**src/rtl/clk_sel_map.vh**
```
/*
 * Constants for the CPU clock selector and oscillator watchdog.
 * Assumes inclusion by the single design file of this block.
 */
`ifndef CLK_SEL_MAP_VH
`define CLK_SEL_MAP_VH
`define CFG_X4       3'h7
`define CFG_X3       3'h6
`define CFG_X2       3'h5
`define CFG_X5       3'h4
`define CFG_DIRECT   3'h3
`define CFG_X1P5     3'h2
`define CFG_PRESCALE 3'h1
`define CFG_X2P5     3'h0
`define CFG_RESET    3'h7
`define FACTOR_X2_RESET 4'h8
`define SYSCFG_OWD_DIS_BIT 4
`define OWD_OVF_COUNT 5'h10
`define PLL_MODE_DIRECT   2'h0
`define PLL_MODE_PRESCALE 2'h1
`define PLL_MODE_MULT     2'h2
`define PLL_MODE_FAIL     2'h3
`endif

```
**src/rtl/cpu_clock_select.v**
```verilog
/*
 * CPU clock source selection with oscillator watchdog, modelled at the
 * sample level: CORE_CLK stands for the free-running PLL clock and the
 * crystal input is sampled on it. Assumes the analog PLL sits outside
 * and produces the multiplied clock; this block tells it the factor.
 */
`include "clk_sel_map.vh"
`default_nettype none

module cpu_clock_select (
    input  wire       CORE_CLK,
    input  wire       RESET,
    input  wire [2:0] CLOCK_CONFIG_PINS,
    input  wire       CRYSTAL_INPUT_PIN,
    input  wire [7:0] SYSTEM_CONFIG_REGISTER,
    output reg  [2:0] CLOCK_CONFIG_CODE,
    output reg  [1:0] CLOCK_MODE,
    output reg  [3:0] PLL_FACTOR_X2,
    output reg        PLL_ENABLE,
    output reg        CPU_CLOCK,
    output reg        CPU_CLOCK_RISE,
    output reg        CPU_CLOCK_FALL,
    output reg        PLL_RESYNC,
    output reg        OSC_FAIL_INTERRUPT_REQUEST,
    output reg  [4:0] WATCHDOG_COUNT
);

    // Factor times two so that 1.5 and 2.5 stay integral
    function [3:0] factor_x2;
        input [2:0] code;
        begin
            case (code)
                `CFG_X4:   factor_x2 = 4'h8;
                `CFG_X3:   factor_x2 = 4'h6;
                `CFG_X2:   factor_x2 = 4'h4;
                `CFG_X5:   factor_x2 = 4'ha;
                `CFG_X1P5: factor_x2 = 4'h3;
                `CFG_X2P5: factor_x2 = 4'h5;
                default:   factor_x2 = 4'h2;
            endcase
        end
    endfunction

    // Direct drive and prescaler are the modes that run without the multiplier
    function direct_class;
        input [2:0] code;
        begin
            direct_class = (code == `CFG_DIRECT) || (code == `CFG_PRESCALE);
        end
    endfunction

    localparam [1:0] ST_DIRECT   = `PLL_MODE_DIRECT;
    localparam [1:0] ST_PRESCALE = `PLL_MODE_PRESCALE;
    localparam [1:0] ST_MULT     = `PLL_MODE_MULT;
    localparam [1:0] ST_FAIL     = `PLL_MODE_FAIL;

    reg  [2:0] code_r;
    reg        xtal_d_r;
    reg        failed_r;
    reg  [3:0] edge_cnt_r;
    reg  [3:0] edge_cnt_nxt;
    reg        resync_nxt;
    reg        cpu_clk_nxt;
    reg  [4:0] cnt_nxt;
    reg  [1:0] mode_nxt;

    wire       owd_dis     = SYSTEM_CONFIG_REGISTER[`SYSCFG_OWD_DIS_BIT];
    wire       xtal_edge   = CRYSTAL_INPUT_PIN ^ xtal_d_r;
    wire       xtal_rise   = xtal_edge & CRYSTAL_INPUT_PIN;
    wire       mode_direct = (code_r == `CFG_DIRECT);
    wire       mode_pres   = (code_r == `CFG_PRESCALE);
    wire       supervise   = direct_class(code_r) & ~owd_dis;
    wire       overflow    = supervise & ~failed_r & ~xtal_edge &
                             (WATCHDOG_COUNT == `OWD_OVF_COUNT - 5'h01);
    wire       on_pll      = failed_r | overflow;
    wire [3:0] fac         = factor_x2(code_r);
    // Fractional factors round up, so 1.5 and 2.5 resync every 2nd and 3rd edge
    wire [3:0] resync_span = {1'b0, fac[3:1]} + {3'h0, fac[0]};

    // Config pins are only sampled while reset is held; the last value seen stays
    always @(posedge CORE_CLK) begin
        if (RESET) begin
            code_r <= CLOCK_CONFIG_PINS;
        end
    end

    // Sampled in reset too, so a crystal already high gives no false edge at release
    always @(posedge CORE_CLK) begin
        xtal_d_r <= CRYSTAL_INPUT_PIN;
    end

    always @* begin
        cnt_nxt = WATCHDOG_COUNT;
        if (!supervise || failed_r) begin
            cnt_nxt = 5'h00;
        end else if (xtal_edge) begin
            cnt_nxt = 5'h00;
        end else if (WATCHDOG_COUNT != `OWD_OVF_COUNT) begin
            cnt_nxt = WATCHDOG_COUNT + 5'h01;
        end
    end

    // Sticky until hardware reset; a returning crystal never clears it
    always @(posedge CORE_CLK) begin
        if (RESET) begin
            WATCHDOG_COUNT             <= 5'h00;
            failed_r                   <= 1'b0;
            OSC_FAIL_INTERRUPT_REQUEST <= 1'b0;
        end else begin
            WATCHDOG_COUNT <= cnt_nxt;
            if (overflow) begin
                failed_r                   <= 1'b1;
                OSC_FAIL_INTERRUPT_REQUEST <= 1'b1;
            end
        end
    end

    always @* begin
        cpu_clk_nxt = CPU_CLOCK;
        if (on_pll) begin
            cpu_clk_nxt = ~CPU_CLOCK;
        end else if (mode_direct) begin
            cpu_clk_nxt = CRYSTAL_INPUT_PIN;
        end else if (mode_pres) begin
            // Toggle on each rising input edge: each phase spans one input period
            if (xtal_rise) begin
                cpu_clk_nxt = ~CPU_CLOCK;
            end
        end else begin
            // Stand-in for the multiplied clock of the analog loop
            cpu_clk_nxt = ~CPU_CLOCK;
        end
    end

    always @(posedge CORE_CLK) begin
        if (RESET) begin
            CPU_CLOCK      <= 1'b0;
            CPU_CLOCK_RISE <= 1'b0;
            CPU_CLOCK_FALL <= 1'b0;
        end else begin
            CPU_CLOCK      <= cpu_clk_nxt;
            CPU_CLOCK_RISE <= cpu_clk_nxt & ~CPU_CLOCK;
            CPU_CLOCK_FALL <= ~cpu_clk_nxt & CPU_CLOCK;
        end
    end

    // Once failed over, only a reset leaves the fail state
    always @* begin
        mode_nxt = CLOCK_MODE;
        case (CLOCK_MODE)
            ST_FAIL: begin
                mode_nxt = ST_FAIL;
            end
            ST_DIRECT, ST_PRESCALE, ST_MULT: begin
                if (overflow) begin
                    mode_nxt = ST_FAIL;
                end else if (mode_direct) begin
                    mode_nxt = ST_DIRECT;
                end else if (mode_pres) begin
                    mode_nxt = ST_PRESCALE;
                end else begin
                    mode_nxt = ST_MULT;
                end
            end
            default: begin
                mode_nxt = ST_MULT;
            end
        endcase
    end

    always @(posedge CORE_CLK) begin
        if (RESET) begin
            CLOCK_MODE        <= ST_MULT;
            CLOCK_CONFIG_CODE <= `CFG_RESET;
            PLL_FACTOR_X2     <= `FACTOR_X2_RESET;
            PLL_ENABLE        <= 1'b0;
        end else begin
            CLOCK_MODE        <= mode_nxt;
            CLOCK_CONFIG_CODE <= code_r;
            PLL_FACTOR_X2     <= fac;
            // PLL runs free for the watchdog in direct modes, off when it is disabled
            PLL_ENABLE <= ~direct_class(code_r) | ~owd_dis | failed_r;
        end
    end

    always @* begin
        edge_cnt_nxt = edge_cnt_r;
        resync_nxt   = 1'b0;
        if (!direct_class(code_r) && xtal_edge) begin
            if (edge_cnt_r + 4'h1 >= resync_span) begin
                edge_cnt_nxt = 4'h0;
                resync_nxt   = 1'b1;
            end else begin
                edge_cnt_nxt = edge_cnt_r + 4'h1;
            end
        end
    end

    always @(posedge CORE_CLK) begin
        if (RESET) begin
            edge_cnt_r <= 4'h0;
            PLL_RESYNC <= 1'b0;
        end else begin
            edge_cnt_r <= edge_cnt_nxt;
            PLL_RESYNC <= resync_nxt;
        end
    end

endmodule // cpu_clock_select
`default_nettype wire

```
**config.mk**
```make
export PLATFORM = sky130hd
export DESIGN_NAME = cpu_clock_select
export DESIGN_NICKNAME = d
export VERILOG_FILES = /design/src/rtl/cpu_clock_select.v
export VERILOG_INCLUDE_DIRS = /design/src /design/src/rtl
export SDC_FILE = /design/constraint.sdc
export NUM_CORES = 1
export LEC_CHECK = 0
export CAP_MARGIN = 20
export CORE_MARGIN = 4
export CORE_UTILIZATION = 40
export DETAILED_ROUTE_END_ITERATION = 16
export DONT_BUFFER_PORTS = 1
export SLEW_MARGIN = 20
export SYNTH_ARGS = -nofsm -noshare
export SYNTH_HDL_FRONTEND = slang
export SYNTH_SLANG_ARGS = --single-unit
```
**constraint.sdc**
```tcl
create_clock -name CORE_CLK -period 2.7 [get_ports CORE_CLK]
set_input_delay 0.135 -clock CORE_CLK [delete_from_list [all_inputs] [get_ports CORE_CLK]]
set_output_delay 0.135 -clock CORE_CLK [all_outputs]
set_load 0.01 [all_outputs]
```
# [Yosys cells after proc, flatten, opt, wreduce, memory -nomap -nowiden]
# Index checks and enable logic that the tools add are counted.
[op_classes] n_addsub=3 magnitude_cmp=1 eq_ne=12 n_mux=11 bitwise_logic=18 n_reduce_logical=10
[ops] cell="one-hot mux 4 bit (6 select lines)" n=1
[ops] cell="== test 3 bit (second input constant)" n=4
[ops] cell="bitwise AND 1 bit" n=7
[ops] cell="inverter 1 bit" n=7
[ops] cell="== test 3 x 2 -> 1 bit (second input constant)" n=2
[ops] cell="two-way mux 2 bit" n=3
[ops] cell="OR reduction 3 bit" n=2
[ops] cell="adder 5 x 1 -> 5 bit (second input constant)" n=1
[ops] cell="== test 5 x 4 -> 1 bit (second input constant)" n=1
[ops] cell="two-way mux 1 bit" n=5
[ops] cell="inequality test 5 bit (second input constant)" n=1
[ops] cell="adder 3 x 1 -> 4 bit" n=1
[ops] cell="adder 4 x 1 -> 4 bit (second input constant)" n=1
[ops] cell="== test 2 bit (second input constant)" n=2
[ops] cell="greater-or-equal comparator 4 bit" n=1
[ops] cell="two-way mux 4 bit" n=1
[ops] cell="one-hot mux 2 bit (2 select lines)" n=1
[ops] cell="== test 3 x 1 -> 1 bit (second input constant)" n=1
[ops] cell="zero test 3 bit" n=1
[ops] cell="OR 1 bit" n=3
[ops] cell="== test 2 x 1 -> 1 bit (second input constant)" n=1
[ops] cell="zero test 1 bit" n=2
[ops] cell="zero test 2 bit" n=1
[ops] cell="logical OR 1 bit" n=2
[ops] cell="other kinds (3)" n=3
[totals] regBits=28 input_bits=14

# [Depth between registers and ports, before layout]
[depth] word_depth=10 depth_mapped=11 depth_no_buf=10

# [Least setup slack after synthesis]
# No wires, ideal clock.
[synth_path] path_kind="flip-flop to flip-flop" startpoint="register code_r[0]" endpoint="register edge_cnt_r[1]" arrival_ps=2219 slack_ps=410 path_stages_with_launch=11 cell_sequence="edfxtp_1 -> buf_2 -> nor3_1 -> a21oi_1 -> ha_1 -> ha_1 -> inv_1 -> ha_1 -> a2111oi_4 -> o211ai_1 -> a21oi_1"
[synth_via] elab_chain_len=5
[synth_rtl] item="start, declared" line="cpu_clock_select.v:57" rtl="reg [2:0] code_r;"
[synth_rtl] item="start signal, assigned" line="cpu_clock_select.v:83" rtl="code_r <= CLOCK_CONFIG_PINS;"
[synth_rtl] item="== test 3 x 2 -> 1 bit (tied with other cells)" line="cpu_clock_select.v:32" rtl="case (code)"
[synth_rtl] item="one-hot mux 4 bit (6 select lines) (*)" line="cpu_clock_select.v:32"
[synth_rtl] item="via fac[1]" line="cpu_clock_select.v:76" rtl="wire [3:0] fac = factor_x2(code_r);"
[synth_rtl] item="adder 3 x 1 -> 4 bit (*)" line="cpu_clock_select.v:78" rtl="wire [3:0] resync_span = {1'b0, fac[3:1]} + {3'h0, fac[0]};"
[synth_rtl] item="greater-or-equal comparator 4 bit (*)" line="cpu_clock_select.v:190" rtl="if (edge_cnt_r + 4'h1 >= resync_span) begin"
[synth_rtl] item="two-way mux 4 bit (*)" line="cpu_clock_select.v:190"
[synth_rtl] item="end signal, assigned" line="cpu_clock_select.v:204" rtl="edge_cnt_r <= edge_cnt_nxt;"
[synth_rtl] item="end, declared" line="cpu_clock_select.v:60" rtl="reg [3:0] edge_cnt_r;"
# Mark *: on every way through the listed nets, which the timed path passes. The rest lies on a longest branch.
# A chain may end at the register's enable or synchronous reset.

# [Final worst setup path]
[layout_path] startpoint="register code_r[0]" endpoint="register edge_cnt_r[3]"
# The elaborated chain is that of the path after synthesis.

==> key figures <==
STA
  – Clock Skew: 0.00567 ns
  – Final setup vio count: 0
  – Setup TNS: 0 ns
  – Fin crit share: 88.6%
  – Final Hold Fails: 0
  – Max Freq: 418 MHz
  – Slew margin rel.: 57.7%
  – Worst slew pin tran: 0.633 ns
  – Fin crit period: 2.39 ns
  – Unrepaired setup endpoints after global routing: no
  – Slew Limit Fails: 0

Layout
  – Share of cells above drive strength 1: 14.1%
  – Final core occ: 47.3%
  – Fill cell count: 312
  – Area Growth Syn to Fin: 11.8%
  – Cell area after layout: 1460 um2
  – Most common cell after layout, fill and taps aside: dfxtp_1
  – Post-route insts no fill: 179
  – Inserted Diodes: 0
  – Final-stage net count: 161
  – Commonest non-fill, non-tap cells in the layout: 25 x dfxtp_1, 11 x ha_1, 9 x inv_1, 9 x nor2_1, 9 x a21oi_1

GRT
  – Global route overflow: 0
  – Tot GR Track Use: 12.1%
  – Initial antenna violation count: 0
  – Largest net degree at the start of global routing: 17
  – Vias in the first global route: 879
  – Met2 global-route usage: 19.8%
  – Busiest grt layer: met2
  – Global routing usage on met3: 4.16%
  – M1 GR Usage: 14.4%
  – Global-route wire length before repair: 3.93 mm

Floorplan
  – Die width: 65.0 um
  – Initial Util: 42.3%
  – Core Box Area: 3080 um2
  – Die Y: 65.0 um
  – Die area: 4230 um2
  – I/O pin count: 34
  – Row Count: 20

Placement
  – Buffers on Ports: 0
  – Area after DPL: 1350 um2
  – Post-DP HPWL: 1.65 mm
  – RePlAce Congestion: 0.756
  – Placed insts: 169

Synthesis
  – Compound-Gate Fraction of Synth Area: 13.3%
  – Most area-consuming cells after synthesis: dfxtp_1 38%, ha_1 11%, edfxtp_1 6.9%, a21oi_1 3.5%, nor2_1 2.9%
  – Mean Syn Cell Area: 10.3 um2
  – Post-synthesis mux area share: 0.769%
  – Post-synthesis adder-cell area fraction: 10.6%
  – Post-synthesis sequential area ratio: 45.4%
  – Post-Syn Area: 1300 um2
  – Fraction of registers with async set/reset: 0%
  – Simple-Gate Fraction of Synth Area: 20.9%
  – Main synth FF type: dfxtp_1
  – Synth top area share: 38.5%
  – Xor-xnor portion of the synthesized cell area: 4.71%
  – Post-Syn Instances: 126
  – Syn. warnings: 0
  – Largest family of logic cells by synthesized area: simple AND/OR/NAND/NOR gates
  – EDFF count, synth: 3
  – Total of flip-flops plus latches after synthesis: 28
  – Post-synth top area cell: dfxtp_1
  – Syn_nets: 151
  – Cell variety after synth: 42

Route
  – DR pass1 iterations: 4
  – Final WL: 2.26 mm
  – Number of DRC markers in iteration 0: 37
  – Avg WL per Cell: 12.6 um
  – DR vias/cell: 4.85
  – Routed vias: 869
  – Final ANT Viol Nets: 0
  – Residual DRC: 0

Power
  – P per Cell Area: 560 nW/um2
  – Leakage power total: 0.594 nW
  – Tot Pwr: 0.000815 W
  – Max IR drop VDD: 243 uV

Worst setup path
  – Slowest CP cell: edfxtp_1
  – CP Data Arrival Time: 2.65 ns
  – Crit-path max FO: 5
  – Most frequent CP cell: ha_1
  – Setup crit end kind: flop
  – Max incr delay on CP: 0.51 ns
  – CP required: 2.96 ns
  – CP Cell Sequence: nor3_2 -> a21oi_1 -> ha_1 -> ha_1 -> inv_1 -> ha_1 -> a2111oi_4 -> o211ai_1 -> a21oi_1
  – Critical path type: reg -> reg
  – CP Launch Type: flop
  – Worst reg2reg path depth: 9

CTS
  – Clock Tree Root: clkbuf_4
  – Worst-Skew Late Latency: 0.32 ns
  – Clock tree from TritonCTS: done
  – Clock Sinks: 28
  – Post-CTS Setup Repair Bufs: 0
  – Htree depth: 1
  – CTS buffer count: 3
  – Clock Tree Buf Depth: 2
  – Worst-path clk slew: 0.14 ns

Outcome
  – Status: finished, final reports clean

Worst hold path
  – Hold Path Class: in -> reg
  – Hold Path Depth: 3

Job
  – MaxCap Viol Count: 0
[where the power goes]
group	switching (W)	internal [W]	total, W
logic	0.0000711	0.0000726	0.000144
clock network	0.000117	0.0000825	0.000199
registers	0.0000268	0.000446	0.000473
[cell families after synthesis]
logic type,Yosys count
adders and majority gates,11
buffers and inverters,12
other,1
DFF,28
xor gates and xnor gates,7
muxes,1
and+or+nand+nor,45
AOI/OAI and AO/OA,21
[critical path, delay by kind of cell (launching register included)]
family / cells / cell delay, ns
buf+inv: 1 / 0.04
fa+ha+maj: 3 / 0.76
compound gates: 4 / 0.80
flops: 1 / 0.51
simple gates: 1 / 0.23
[cell type report]
class | instances | area, um2 | share of cell area [%]
Multi-Input combinational cell | 86 | 664 | 45.7
Sequential cell | 28 | 591 | 40.6
Timing Repair Buffer | 8 | 75.1 | 5.16
Tap cell | 44 | 55.1 | 3.78
Clock buffer | 4 | 36.3 | 2.49
Inverter | 9 | 33.8 | 2.32
[cells in the mapped netlist (2+ instances only)]
library cell	number
a21oi_1	9
and2_1	3
dfxtp_1	25
edfxtp_1	3
ha_1	11
inv_1	9
nand2_1	7
nand2b_1	2
nand3_1	4
nor2_1	10
nor3_1	5
o211ai_1	2
or2_2	2
xnor2_1	3
xor2_1	4
[per-layer routing]
metal / routed length, um / vias up
met5: 0 / -
met4: 32 / 0
met3: 202 / 4
met2: 1040 / 22
met1: 982 / 391
li1: - / 452
[state kept, by name (all words and copies together), names as in the netlist, 2 cells and up]
signal / cells
CLOCK_CONFIG_CODE: 3
CLOCK_MODE: 2
PLL_FACTOR_X2: 4
WATCHDOG_COUNT: 5
code_r: 3
edge_cnt_r: 4
[metrics by stage]
stage | hold WS (ns) | setup WS (ns)
after floorplan | 0.163 | 0.410
after CTS | 0.0854 | 0.216
after global placement | 0.163 | 0.323
final | 0.0946 | 0.307
after detailed placement | 0.163 | 0.252
after global routing | 0.118 | 0.0843
[worst paths after layout]
kind                                           startpoint           endpoint  slack, ns
worst max register to register                  code_r[0]      edge_cnt_r[3]       0.31
worst min-delay path            SYSTEM_CONFIG_REGISTER[4]  WATCHDOG_COUNT[4]       0.09
worst max-delay path                            code_r[0]      edge_cnt_r[3]       0.31
worst min register to register              edge_cnt_r[3]      edge_cnt_r[3]       0.48
[what timing repair did]
action | in CTS | in global routing
hold endpoints to repair | 22 | 0
setup endpoints to repair | 0 | 2
hold buffers | 6 | 0
gates resized for setup | 0 | 2
Power figures use the tool's default switching activity.
